## src/hdl/hvl_pkg.sv

```systemverilog
// Shared constants and config layouts for the high-voltage pin block
package hvl_pkg;

  localparam int HVL_PINS = 2;
  localparam int HVL_TRIM_W = 5;
  localparam int HVL_FILT_W = 4;

  localparam logic [15:0] HVL_ADDR_PIN0_GENERAL = 16'ha040;
  localparam logic [15:0] HVL_ADDR_PIN0_LED = 16'ha041;
  localparam logic [15:0] HVL_ADDR_PIN0_FAULT = 16'ha042;
  localparam logic [15:0] HVL_ADDR_PIN0_DIVSEL = 16'ha043;
  localparam logic [15:0] HVL_ADDR_PIN1_GENERAL = 16'ha044;
  localparam logic [15:0] HVL_ADDR_PIN1_LED = 16'ha045;
  localparam logic [15:0] HVL_ADDR_PIN1_FAULT = 16'ha046;
  localparam logic [15:0] HVL_ADDR_FAULT_FILTER = 16'ha04f;

  localparam logic [7:0] HVL_RESET_BYTE = 8'h00;
  // Pin 1 has no sense amp or precision current bits
  localparam logic [7:0] HVL_PIN1_LED_MASK = 8'h9f;
  localparam logic [7:0] HVL_DIVSEL_MASK = 8'h03;

  // Fault register field positions
  localparam int HVL_FB_FILTER = 7;
  localparam int HVL_FB_IRQ = 6;
  localparam int HVL_FB_OPEN_EN = 5;
  localparam int HVL_FB_SHORT_EN = 4;
  localparam int HVL_FB_OPEN_LIVE = 3;
  localparam int HVL_FB_SHORT_LIVE = 2;
  localparam int HVL_FB_OPEN_FLAG = 1;
  localparam int HVL_FB_SHORT_FLAG = 0;

  // Sense divider encodings: 1/5, 1/3, 1/2, unity
  localparam logic [1:0] HVL_DIV_FIFTH = 2'h0;
  localparam logic [1:0] HVL_DIV_THIRD = 2'h1;
  localparam logic [1:0] HVL_DIV_HALF = 2'h2;
  localparam logic [1:0] HVL_DIV_UNITY = 2'h3;

  typedef struct packed {
    logic bus_clock_data_route_en;
    logic analog_route_en;
    logic spi_route_en;
    logic port_fn_en;
    logic pwm_route_en;
    logic attenuator_en;
    logic input_buf_en;
    logic pullup_en;
  } hvl_general_s;

  typedef struct packed {
    logic sink_en;
    logic sense_amp_en;
    logic precision_current_en;
    logic [4:0] fullscale_trim;
  } hvl_led_s;

  typedef struct packed {
    logic fault_filter_en;
    logic fault_irq_en;
    logic open_detect_en;
    logic short_detect_en;
  } hvl_fault_ctl_s;

  typedef struct packed {
    logic [3:0] open_filter_count;
    logic [3:0] short_filter_count;
  } hvl_filter_s;

endpackage

```

## src/hdl/hvl_pin_ctrl.sv

```systemverilog
// High-voltage pin 0/1 control: open-drain port, analog routes, LED sink, fault detection
// Operation
// - Port output drives only open-drain pull-down
// - Pin input passed only with buffer enabled
// - Weak pull-up follows its enable bit
// - Attenuator enable routes 1/6 voltage to ADC
// - Sink enabled: PWM channel switches current sink
// - Fault status sampled at PWM period centre
// - Open live reads zero when detect disabled
// - Short live reads zero when detect disabled
// - Filter enable filters fault assert and deassert
// - Short fault sets sticky flag, optional interrupt
// - Open fault sets sticky flag, optional interrupt
// - Divider select: 1/5, 1/3, 1/2, unity
// - Precision current during PWM on, amp to ADC
// - Pin 0 functions each selected by own bit
// - Pin 1 functions each selected by own bit
// - Pins map to port bits and LED channels
// - Five-bit full-scale trim per pin sink
// - Pin 0 separate amp and precision current enables
// - Fault register bit layout as specified
// - Up/down filter counts PWM cycles per fault
`timescale 1ns/1ps

module hvl_pin_ctrl
  import hvl_pkg::*;
#(
  parameter int PINS = HVL_PINS
)
(
  input wire logic REF_CLK_I,
  input wire logic RESET_I,
  input wire logic [15:0] SFR_ADDR_I,
  input wire logic SFR_WR_I,
  input wire logic [7:0] SFR_WDATA_I,
  input wire logic SFR_RD_I,
  output logic [7:0] SFR_RDATA_O,
  input wire logic [PINS-1:0] PORT_OUT_I,
  input wire logic [PINS-1:0] PWM_CH_I,
  input wire logic [PINS-1:0] PWM_CENTER_I,
  input wire logic [PINS-1:0] PIN_I,
  input wire logic [PINS-1:0] OPEN_RAW_I,
  input wire logic [PINS-1:0] SHORT_RAW_I,
  output logic [PINS-1:0] PIN_O,
  output logic [PINS-1:0] PIN_OE_O,
  output logic [PINS-1:0] PIN_IN_O,
  output logic [PINS-1:0] PULLUP_EN_O,
  output logic [PINS-1:0] ATTEN_EN_O,
  output logic [PINS-1:0] BUS_ROUTE_EN_O,
  output logic [PINS-1:0] ANALOG_ROUTE_EN_O,
  output logic [PINS-1:0] SPI_ROUTE_EN_O,
  output logic [PINS-1:0] PORT_FN_EN_O,
  output logic [PINS-1:0] PWM_ROUTE_EN_O,
  output logic [PINS-1:0] SINK_ON_O,
  output logic [PINS*HVL_TRIM_W-1:0] FS_TRIM_O,
  output logic SENSE_AMP_EN_O,
  output logic PRECISION_CURRENT_ON_O,
  output logic [1:0] SENSE_DIV_SEL_O,
  output logic FAULT_IRQ_O
);

  ////////////////////////////////////////////////////////////////////////////
  // Register storage
  hvl_general_s general_reg [PINS];
  hvl_led_s led_reg [PINS];
  hvl_fault_ctl_s fault_ctl_reg [PINS];
  hvl_filter_s filter_reg;
  logic [1:0] divsel_reg;
  logic [PINS-1:0] open_flag_reg;
  logic [PINS-1:0] short_flag_reg;
  logic [PINS-1:0] open_live;
  logic [PINS-1:0] short_live;
  logic [PINS-1:0] pin_stable;
  logic [PINS-1:0] wr_general;
  logic [PINS-1:0] wr_led;
  logic [PINS-1:0] wr_fault;
  logic wr_divsel;
  logic wr_filter;
  logic [7:0] rdata_next;

  // Pin n registers sit at base + 4n (pin 0 base 0xa040)
  always_comb
  begin
    for (int p = 0; p < PINS; p++)
    begin
      wr_general[p] = SFR_WR_I && (SFR_ADDR_I == HVL_ADDR_PIN0_GENERAL + 16'(4 * p));
      wr_led[p] = SFR_WR_I && (SFR_ADDR_I == HVL_ADDR_PIN0_LED + 16'(4 * p));
      wr_fault[p] = SFR_WR_I && (SFR_ADDR_I == HVL_ADDR_PIN0_FAULT + 16'(4 * p));
    end
    wr_divsel = SFR_WR_I && (SFR_ADDR_I == HVL_ADDR_PIN0_DIVSEL);
    wr_filter = SFR_WR_I && (SFR_ADDR_I == HVL_ADDR_FAULT_FILTER);
  end

  always_ff @(posedge REF_CLK_I)
  begin
    if (RESET_I)
    begin
      for (int p = 0; p < PINS; p++)
      begin
        general_reg[p] <= HVL_RESET_BYTE;
        led_reg[p] <= HVL_RESET_BYTE;
        fault_ctl_reg[p] <= '0;
      end
      divsel_reg <= '0;
      filter_reg <= HVL_RESET_BYTE;
    end
    else
    begin
      for (int p = 0; p < PINS; p++)
      begin
        if (wr_general[p])
          general_reg[p] <= SFR_WDATA_I;
        if (wr_led[p])
          led_reg[p] <= (p == 0) ? SFR_WDATA_I : (SFR_WDATA_I & HVL_PIN1_LED_MASK);
        if (wr_fault[p])
          fault_ctl_reg[p] <= SFR_WDATA_I[HVL_FB_FILTER:HVL_FB_SHORT_EN];
      end
      if (wr_divsel)
        divsel_reg <= SFR_WDATA_I[1:0];
      if (wr_filter)
        filter_reg <= SFR_WDATA_I;
    end
  end

  ////////////////////////////////////////////////////////////////////////////
  // Per-pin input sync, fault filter and sticky flags
  for (genvar g = 0; g < PINS; g++)
  begin : g_pin
    logic [2:0] pin_sync_reg;
    logic [2:0] open_sync_reg;
    logic [2:0] short_sync_reg;
    logic pin_stable_reg;
    logic open_stable_reg;
    logic short_stable_reg;
    logic open_det_reg;
    logic short_det_reg;
    logic [HVL_FILT_W-1:0] open_cnt_reg;
    logic [HVL_FILT_W-1:0] short_cnt_reg;
    logic [HVL_FILT_W-1:0] open_cnt_next;
    logic [HVL_FILT_W-1:0] short_cnt_next;
    logic open_smp;
    logic short_smp;
    logic clr_open;
    logic clr_short;

    // Analog comparators are asynchronous; a change counts once stages 2 and 3 agree
    always_ff @(posedge REF_CLK_I)
    begin
      if (RESET_I)
      begin
        pin_sync_reg <= '0;
        open_sync_reg <= '0;
        short_sync_reg <= '0;
        pin_stable_reg <= 1'b0;
        open_stable_reg <= 1'b0;
        short_stable_reg <= 1'b0;
      end
      else
      begin
        pin_sync_reg <= {pin_sync_reg[1:0], PIN_I[g]};
        open_sync_reg <= {open_sync_reg[1:0], OPEN_RAW_I[g]};
        short_sync_reg <= {short_sync_reg[1:0], SHORT_RAW_I[g]};
        if (pin_sync_reg[1] == pin_sync_reg[2])
          pin_stable_reg <= pin_sync_reg[2];
        if (open_sync_reg[1] == open_sync_reg[2])
          open_stable_reg <= open_sync_reg[2];
        if (short_sync_reg[1] == short_sync_reg[2])
          short_stable_reg <= short_sync_reg[2];
      end
    end

    assign open_smp = open_stable_reg && fault_ctl_reg[g].open_detect_en;
    assign short_smp = short_stable_reg && fault_ctl_reg[g].short_detect_en;
    // Saturating up/down count toward the threshold or toward zero
    always_comb
    begin
      open_cnt_next = open_cnt_reg;
      short_cnt_next = short_cnt_reg;
      if (open_smp && open_cnt_reg < filter_reg.open_filter_count)
        open_cnt_next = open_cnt_reg + 4'h1;
      else if (!open_smp && open_cnt_reg != 4'h0)
        open_cnt_next = open_cnt_reg - 4'h1;
      if (short_smp && short_cnt_reg < filter_reg.short_filter_count)
        short_cnt_next = short_cnt_reg + 4'h1;
      else if (!short_smp && short_cnt_reg != 4'h0)
        short_cnt_next = short_cnt_reg - 4'h1;
    end

    always_ff @(posedge REF_CLK_I)
    begin
      if (RESET_I)
      begin
        open_det_reg <= 1'b0;
        short_det_reg <= 1'b0;
        open_cnt_reg <= '0;
        short_cnt_reg <= '0;
      end
      else if (PWM_CENTER_I[g])
      begin
        if (!fault_ctl_reg[g].fault_filter_en)
        begin
          open_det_reg <= open_smp;
          short_det_reg <= short_smp;
          open_cnt_reg <= '0;
          short_cnt_reg <= '0;
        end
        else
        begin
          open_cnt_reg <= open_cnt_next;
          short_cnt_reg <= short_cnt_next;
          // Hysteresis: assert at threshold, release only at zero
          if (open_smp && open_cnt_next == filter_reg.open_filter_count)
            open_det_reg <= 1'b1;
          else if (!open_smp && open_cnt_next == 4'h0)
            open_det_reg <= 1'b0;
          if (short_smp && short_cnt_next == filter_reg.short_filter_count)
            short_det_reg <= 1'b1;
          else if (!short_smp && short_cnt_next == 4'h0)
            short_det_reg <= 1'b0;
        end
      end
    end

    // Detect enable masks at once, not at the next centre
    assign open_live[g] = open_det_reg && fault_ctl_reg[g].open_detect_en;
    assign short_live[g] = short_det_reg && fault_ctl_reg[g].short_detect_en;
    assign pin_stable[g] = pin_stable_reg;
    assign clr_open = wr_fault[g] && !SFR_WDATA_I[HVL_FB_OPEN_FLAG];
    assign clr_short = wr_fault[g] && !SFR_WDATA_I[HVL_FB_SHORT_FLAG];

    always_ff @(posedge REF_CLK_I)
    begin
      if (RESET_I)
      begin
        open_flag_reg[g] <= 1'b0;
        short_flag_reg[g] <= 1'b0;
      end
      else
      begin
        if (PWM_CENTER_I[g] && open_live[g])
          open_flag_reg[g] <= 1'b1;
        else if (clr_open)
          open_flag_reg[g] <= 1'b0;
        if (PWM_CENTER_I[g] && short_live[g])
          short_flag_reg[g] <= 1'b1;
        else if (clr_short)
          short_flag_reg[g] <= 1'b0;
      end
    end
  end

  ////////////////////////////////////////////////////////////////////////////
  // Read path, registered one cycle after the strobe
  always_comb
  begin
    rdata_next = 8'h00;
    for (int p = 0; p < PINS; p++)
    begin
      if (SFR_ADDR_I == HVL_ADDR_PIN0_GENERAL + 16'(4 * p))
        rdata_next = general_reg[p];
      if (SFR_ADDR_I == HVL_ADDR_PIN0_LED + 16'(4 * p))
        rdata_next = led_reg[p];
      if (SFR_ADDR_I == HVL_ADDR_PIN0_FAULT + 16'(4 * p))
        rdata_next = {fault_ctl_reg[p], open_live[p], short_live[p],
                      open_flag_reg[p], short_flag_reg[p]};
    end
    if (SFR_ADDR_I == HVL_ADDR_PIN0_DIVSEL)
      rdata_next = {6'h00, divsel_reg} & HVL_DIVSEL_MASK;
    if (SFR_ADDR_I == HVL_ADDR_FAULT_FILTER)
      rdata_next = filter_reg;
  end

  always_ff @(posedge REF_CLK_I)
  begin
    if (RESET_I)
      SFR_RDATA_O <= 8'h00;
    else if (SFR_RD_I)
      SFR_RDATA_O <= rdata_next;
  end

  ////////////////////////////////////////////////////////////////////////////
  // Pin-facing outputs; index n is port bit n and LED channel n
  always_ff @(posedge REF_CLK_I)
  begin
    if (RESET_I)
    begin
      PIN_O <= '0;
      PIN_OE_O <= '0;
      PIN_IN_O <= '0;
      PULLUP_EN_O <= '0;
      ATTEN_EN_O <= '0;
      BUS_ROUTE_EN_O <= '0;
      ANALOG_ROUTE_EN_O <= '0;
      SPI_ROUTE_EN_O <= '0;
      PORT_FN_EN_O <= '0;
      PWM_ROUTE_EN_O <= '0;
      SINK_ON_O <= '0;
      FS_TRIM_O <= '0;
      SENSE_AMP_EN_O <= 1'b0;
      PRECISION_CURRENT_ON_O <= 1'b0;
      SENSE_DIV_SEL_O <= HVL_DIV_FIFTH;
      FAULT_IRQ_O <= 1'b0;
    end
    else
    begin
      for (int p = 0; p < PINS; p++)
      begin
        // Never drives high: a 1 leaves the pin floating
        PIN_O[p] <= 1'b0;
        PIN_OE_O[p] <= general_reg[p].port_fn_en && !PORT_OUT_I[p];
        PIN_IN_O[p] <= general_reg[p].input_buf_en && pin_stable[p];
        PULLUP_EN_O[p] <= general_reg[p].pullup_en;
        ATTEN_EN_O[p] <= general_reg[p].attenuator_en;
        BUS_ROUTE_EN_O[p] <= general_reg[p].bus_clock_data_route_en;
        ANALOG_ROUTE_EN_O[p] <= general_reg[p].analog_route_en;
        SPI_ROUTE_EN_O[p] <= general_reg[p].spi_route_en;
        PORT_FN_EN_O[p] <= general_reg[p].port_fn_en;
        PWM_ROUTE_EN_O[p] <= general_reg[p].pwm_route_en;
        SINK_ON_O[p] <= led_reg[p].sink_en && PWM_CH_I[p];
        FS_TRIM_O[p*HVL_TRIM_W +: HVL_TRIM_W] <= led_reg[p].fullscale_trim;
      end
      // Attenuator and amp together is a software fault; no interlock here
      SENSE_AMP_EN_O <= led_reg[0].sense_amp_en;
      PRECISION_CURRENT_ON_O <= led_reg[0].precision_current_en && PWM_CH_I[0];
      SENSE_DIV_SEL_O <= divsel_reg;
      FAULT_IRQ_O <= 1'b0;
      for (int p = 0; p < PINS; p++)
      begin
        if (fault_ctl_reg[p].fault_irq_en && (open_flag_reg[p] || short_flag_reg[p]))
          FAULT_IRQ_O <= 1'b1;
      end
    end
  end

endmodule

```

## config.mk

```make
export PLATFORM = sky130hd
export DESIGN_NAME = hvl_pin_ctrl
export DESIGN_NICKNAME = d
export VERILOG_FILES = /design/src/hdl/hvl_pkg.sv /design/src/hdl/hvl_pin_ctrl.sv
export SDC_FILE = /design/constraint.sdc
export NUM_CORES = 1
export LEC_CHECK = 0
export BUFFER_PORTS_ARGS = -buffer_cell sky130_fd_sc_hd__buf_2
export CORE_UTILIZATION = 38
export CTS_CLUSTER_DIAMETER = 120
export DETAILED_ROUTE_END_ITERATION = 16
export MAX_ROUTING_LAYER = met4
export PLACE_DENSITY_LB_ADDON = 0.12
export SYNTH_ARGS = -nofsm -noshare
export SYNTH_HDL_FRONTEND = slang
export SYNTH_SLANG_ARGS = --single-unit
```

## constraint.sdc

```tcl
create_clock -name REF_CLK_I -period 3.35 [get_ports REF_CLK_I]
set_clock_uncertainty 0.2 [all_clocks]
set_input_delay 0.1675 -clock REF_CLK_I [delete_from_list [all_inputs] [get_ports REF_CLK_I]]
set_output_delay 0.1675 -clock REF_CLK_I [all_outputs]
set_load 0.05 [all_outputs]
```

* After elaboration in Yosys (flattened, before gate mapping)
Memory sizes are Yosys's and may differ from the RTL's.
Cells that the tools add are included.
** Storage, ports and cells
- Logic and storage cells :: 229
- Bits in latches :: 0
- Output and inout port bits :: 45
- RAM bits :: 40
- Memories :: 3
- Input bits :: 40
- Register bits after elaboration :: 101
- Memory bits (read-only) :: 0
** Memories
- general_reg :: words 2, width 8, read ports 2, clocked after memory_dff 0, write ports 2, RTL line hvl_pin_ctrl.sv:64 : hvl_general_s general_reg [PINS];
- led_reg :: words 2, width 8, read ports 2, clocked after memory_dff 0, write ports 2, RTL line hvl_pin_ctrl.sv:65 : hvl_led_s led_reg [PINS];
- fault_ctl_reg :: words 2, width 4, read ports 2, clocked after memory_dff 0, write ports 2, RTL line hvl_pin_ctrl.sv:66 : hvl_fault_ctl_s fault_ctl_reg [PINS];
** Operators by class
- Bitwise operators :: 6
- Magnitude comparators :: 4
- Reductions and logical operators :: 75
- Equal/unequal tests :: 22
- Shifts and indexed selects :: 0
- Multipliers :: 0
- Divide/modulo/power cells :: 0
- $add $sub $neg :: 8
- Multiplexer cells :: 68
** Operator list (number)
- == test 16 bit (second input constant) :: 8
- 2-to-1 mux 8 bit :: 12
- 2-to-1 mux 4 bit :: 14
- logical AND 1 bit :: 49
- 2-to-1 mux 1 bit :: 42
- adder 4 x 1 -> 4 bit (second input constant) :: 4
- == test 4 bit :: 4
- logical NOT 4 bit :: 4
- less-than comparator 4 bit :: 4
- nonzero test 4 bit :: 4
- subtractor 4 x 1 -> 4 bit (second input constant) :: 4
- != test 3 x 1 -> 1 bit (second input constant) :: 4
- logical NOT 1 bit :: 8
- AND reduction 2 bit :: 4
- nonzero test 2 bit :: 4
- == test 1 bit :: 6
- bitwise OR 1 bit :: 6
- logical OR 1 bit :: 2

* Longest topological paths before layout
An unclocked memory read counts as a cell.
- Word-level depth :: 11
- Gate-level depth with buffers :: 10
- Mapped depth without buffers :: 9

* Worst setup path after synthesis
No wires, ideal clock.
- Kind :: flip-flop to flip-flop
- Start :: register g_pin[0].short_cnt_reg[0]
- End :: register g_pin[0].short_det_reg
- Arrival time :: 2324 ps
- Path buffers :: 1
- Slack :: 756 ps
- Cell stages (with the launch flop) :: 11
- Clock period less this slack :: 2594 ps
- Setup time :: 70 ps
- Data required time :: 3080 ps
- Cells stage by stage :: dfxtp_1 -> buf_6 -> inv_1 -> ha_1 -> or3b_1 -> mux2_4 -> nor2_2 -> a221oi_4 -> xnor2_1 -> or4_1 -> a21oi_1
** Between the ends
- Longest elaborated chain between the ends :: 8
- Elaborated cells between the ends (all ways) :: 16
- Those cells by class :: 2 x add/sub; 1 x order compare; 2 x eq/ne; 4 x mux; 7 x reduce/logical
** Ends and longest elaborated chain
- start, declared :: RTL line hvl_pin_ctrl.sv:138 : logic [HVL_FILT_W-1:0] short_cnt_reg;
- start signal, assigned :: RTL line hvl_pin_ctrl.sv:210 : short_cnt_reg <= short_cnt_next;
- branches (longest 3 deep; another with subtractor 4 x 1 -> 4 bit)
- 2-to-1 mux 4 bit (*) :: RTL line hvl_pin_ctrl.sv:183 : if (short_smp && short_cnt_reg < filter_reg.short_filter_count)
- == test 4 bit / logical NOT 4 bit (equally long branches) :: RTL line hvl_pin_ctrl.sv:216, hvl_pin_ctrl.sv:218
- logical AND 1 bit, on equally long branches :: RTL line hvl_pin_ctrl.sv:216, hvl_pin_ctrl.sv:218
- != test 3 x 1 -> 1 bit (no source line) / 2-to-1 mux 1 bit (equally long branches)
- AND reduction 2 bit (no source line) / 2-to-1 mux 1 bit (equally long branches)
- end signal, assigned :: RTL line hvl_pin_ctrl.sv:203 : short_det_reg <= short_smp;
- end, declared :: RTL line hvl_pin_ctrl.sv:136 : logic short_det_reg;
Every way passes the cells marked *.
A chain may end at the register's enable or synchronous reset.

* Final worst setup path
- Start :: register filter_reg[2] in the netlist's numbering
- End :: register g_pin[0].short_det_reg
** Between the ends
- Longest elaborated chain between the ends :: 7
- Elaborated cells between the ends (all ways) :: 11
- Those cells by class :: 1 x order compare; 2 x eq/ne; 3 x mux; 5 x reduce/logical
** Ends and longest elaborated chain
- start, declared :: RTL line hvl_pin_ctrl.sv:67 : hvl_filter_s filter_reg;
- start signal, assigned :: RTL line hvl_pin_ctrl.sv:105 : filter_reg <= HVL_RESET_BYTE;
- start signal, assigned :: RTL line hvl_pin_ctrl.sv:121 : filter_reg <= SFR_WDATA_I;
- less-than comparator 4 bit :: RTL line hvl_pin_ctrl.sv:183
- logical AND 1 bit :: RTL line hvl_pin_ctrl.sv:183
- 2-to-1 mux 4 bit :: RTL line hvl_pin_ctrl.sv:183
- == test 4 bit / logical NOT 4 bit (equally long branches) :: RTL line hvl_pin_ctrl.sv:216, hvl_pin_ctrl.sv:218
- logical AND 1 bit, on equally long branches :: RTL line hvl_pin_ctrl.sv:216, hvl_pin_ctrl.sv:218
- != test 3 x 1 -> 1 bit (no source line) / 2-to-1 mux 1 bit (equally long branches)
- AND reduction 2 bit (no source line) / 2-to-1 mux 1 bit (equally long branches)
Parallel ways exist; a longest one is shown, timed or not.

==> metrics.md <==
| Metric | Value |
|---|---|
| Post-Synthesis Cell Area | 6660 um^2 |
| Share of synthesized area occupied by flip-flops and latches | 47.5% |
| H-Tree Level Count | 4 |
| Most common flop cell mapped by yosys | sky130_fd_sc_hd__dfxtp_1 |
| Number of clock sinks seen by CTS | 139 |
| Mean instance size in the synthesized netlist | 9.37 um^2 |
| Classification of the worst-slack hold path | in2reg |
| Kind of end point of the critical path | flop |
| Maximum root-to-sink buffer count | 2 |
| Max reg flops | 16 |
| Vertical die dimension | 134 um |
| Result of the run | complete, no violations |
| Mean routed wirelength per cell | 16.6 um |
| Std cell rows | 48 |
| Routability cong. | 0.833 |
| Areal power density over the cells | 481 nW/um^2 |
| CTS Root Cell | sky130_fd_sc_hd__clkbuf_16 |
| Vias in the first global route | 5280 |
| Overall Power | 3.91 mW |
| CTS buffer count | 17 |
| Vias/cell | 5.30 |
| Number of storage elements in the synthesis netlist | 139 |
| Starting Density | 38.8% |
| Detail Placement HPWL | 12700 um |
| Largest net degree at the start of global routing | 64 |
| Instance area after placement | 7260 um^2 |
| Design area | 8140 um^2 |
| WL final | 17500 um |
| Number of warnings reported in the yosys synthesis log | 0 |
| Vias post-DR | 5565 |
| Total Negative Setup Slacks | 0 ns |
| Max Slew Vio Count | 0 |
| Die Width | 134 um |
| Layout cells sized above 1 | 16.5% |
| Synth-to-Final Area Change | 22.2% |
| # diodes | 0 |
| Final Critical Period | 2.86 ns |
| Highest achievable clock rate | 0.350 GHz |
| # port buffers | 82 |
| Global-route wire length before repair | 28200 um |
| Worst Path Arrival | 3.01 ns |
| CP required | 3.50 ns |
| Global-route congestion overflow total | 0 |
| TritonCTS clock tree | built |
| Boundary pin count | 85 |
| Unique masters post-synth | 67 |
| Worst Setup Path Type | reg2reg |
| Number of standard cells in the layout, taps in and fillers out | 1050 |
| Number of detailed-routing iterations run before antenna repair | 5 |
| Clock-pin slew reported for the worst setup and hold paths after clock tree synthesis | 0.07 ns |
| Core region area | 17200 um^2 |
| Critical-path maximum fanout | 5 |
| Clk Latency, worst-skew pair | 0.42 ns |
| Synthesized instance count | 711 |
| PostCTS Resize Cnt | 0 |
| P_leak | 3.22 nW |
| Slew at the pin closest to its max-slew limit | 0.597 ns |
| Total setup buffers inserted after CTS | 0 |
| Number of DRC violations after detailed-routing iteration 0 | 371 |
| Worst VDD drop | 0.371 mV |
| Nets | 872 |
| Unrepaired setup endpoints after global routing | no |
| Drc violations | 0 |
| Final number of setup-violating endpoints | 0 |
| Startpoint class of the critical path | flop |
| Number of enable-type register cells in the synthesized netlist | 38 |
| Total global-route track usage | 21.0% |
| Number of placed instances, taps included | 988 |
| Remaining antenna violation count after routing | 0 |
| Relative slew slack | 59.8% |
| Die Area | 18100 um^2 |
| Worst setup slack for register-to-register paths | 0.49 ns |
| Number of antenna violations at the first check in global routing | 0 |
| Final Hold Vio Count | 0 |
| Count of maximum capacitance violations | 0 |
| Period Utilization, post-route | 85.3% |
| Proportion of register bits with asynchronous set or reset after synthesis | 0% |
## cells in the mapped netlist (all sizes together) (9+ instances only)
master	n	share of area, %
edfxtp	38	17
nand3	26	2.0
o211ai	9	1.0
clkbuf	33	1.9
nor3	10	0.75
nand2b	13	1.3
dfxtp	101	30
and2	26	2.5
nor2	59	3.4
ha	20	3.8
inv	25	1.4
o21ai	39	2.9
a21oi	53	4.0
nor2b	52	4.9
xnor2	19	2.5
mux2i	11	1.7
nand2	53	3.0
## power breakdown
group | internal (mW) | total (mW) | leakage (nW) | switching (mW)
Sequential | 1.78 | 1.81 | 1.19 | 0.0321
Clock | 0.985 | 1.80 | 0.275 | 0.819
Combinational | 0.0969 | 0.300 | 1.76 | 0.203
Total | 2.86 | 3.91 | 3.22 | 1.05
## placed cells by master (no fill, tap or decap), types with 11 or more instances in the layout
| master | n |
|---|---|
| sky130_fd_sc_hd__o21ai_0 | 39 |
| sky130_fd_sc_hd__buf_2 | 81 |
| sky130_fd_sc_hd__and2_1 | 25 |
| sky130_fd_sc_hd__edfxtp_1 | 38 |
| sky130_fd_sc_hd__ha_1 | 20 |
| sky130_fd_sc_hd__nand2_1 | 53 |
| sky130_fd_sc_hd__dlygate4sd3_1 | 30 |
| sky130_fd_sc_hd__mux2i_1 | 11 |
| sky130_fd_sc_hd__nand2b_1 | 12 |
| sky130_fd_sc_hd__dfxtp_1 | 101 |
| sky130_fd_sc_hd__clkbuf_16 | 17 |
| sky130_fd_sc_hd__inv_1 | 25 |
| sky130_fd_sc_hd__nand3_1 | 26 |
| sky130_fd_sc_hd__nor2b_1 | 52 |
| sky130_fd_sc_hd__a21oi_1 | 53 |
| sky130_fd_sc_hd__nor2_1 | 58 |
| sky130_fd_sc_hd__xnor2_1 | 19 |
## repair_timing
item / 4_1_cts / 5_1_grt
setup endpoints to repair: 0 / 0
hold buffers: 30 / 0
hold endpoints to repair: 74 / 0
## kinds of logic after synthesis
group | count (synthesis) | share of synthesized area [%]
compound gates | 166 | 16.2
xor+xnor | 26 | 3.83
fa+ha+maj | 20 | 3.76
buf+inv | 62 | 3.72
flops | 139 | 47.5
mux | 16 | 2.55
other cells | 1 | 0.0563
simple gates | 281 | 22.4
## critical path: stages, from the launching register on
cell	delay, ns
sky130_fd_sc_hd__dfxtp_1	0.44
sky130_fd_sc_hd__inv_1	0.10
sky130_fd_sc_hd__ha_1	0.30
sky130_fd_sc_hd__and2_1	0.18
sky130_fd_sc_hd__a21oi_1	0.08
sky130_fd_sc_hd__o21ba_1	0.21
sky130_fd_sc_hd__a41oi_1	0.46
sky130_fd_sc_hd__xnor3_1	0.28
sky130_fd_sc_hd__or4_1	0.40
sky130_fd_sc_hd__a21oi_1	0.14
## final timing paths
path                                            start                             endpoint  depth (start not counted)
hold / removal                          SFR_ADDR_I[3]           divsel_reg[1]$_SDFFE_PP0P_                          5
setup reg to reg           filter_reg[2]$_SDFFE_PP0P_  g_pin[0].short_det_reg$_SDFFE_PP0P_                          9
setup / recovery           filter_reg[2]$_SDFFE_PP0P_  g_pin[0].short_det_reg$_SDFFE_PP0P_                          9
hold reg to reg   g_pin[0].pin_sync_reg[0]$_SDFF_PP0_  g_pin[0].pin_sync_reg[1]$_SDFF_PP0_                          1
## routing by layer
metal / vias up / wire [um] / track usage [%]
met3: 16 / 828 / 3.55
met1: 2665 / 8470 / 28.4
met5: - / 0 / -
met2: 160 / 7880 / 31.8
met4: 0 / 304 / 7.18
li1: 2724 / - / -
## cell type report
class                   count  area (um^2)
fillers                  1696         9040
clock buffers              17          425
well taps                 225          282
repair buffers            118          771
multi-input cells         511         3250
clock inverters            15          149
inverters                  25         93.8
flip-flops and latches    139         3160
## metrics by stage
step	utilization, %	hold slack [ns]	setup slack (ns)
after floorplan	-	0.0391	0.756
after global placement	42.3	0.125	0.617
after detailed placement	42.3	0.127	0.509
after CTS	47.4	0.0647	0.498
after global routing	47.4	0.111	0.233
final	47.4	0.0700	0.494
No activity file was read; power rests on OpenSTA's default activity.
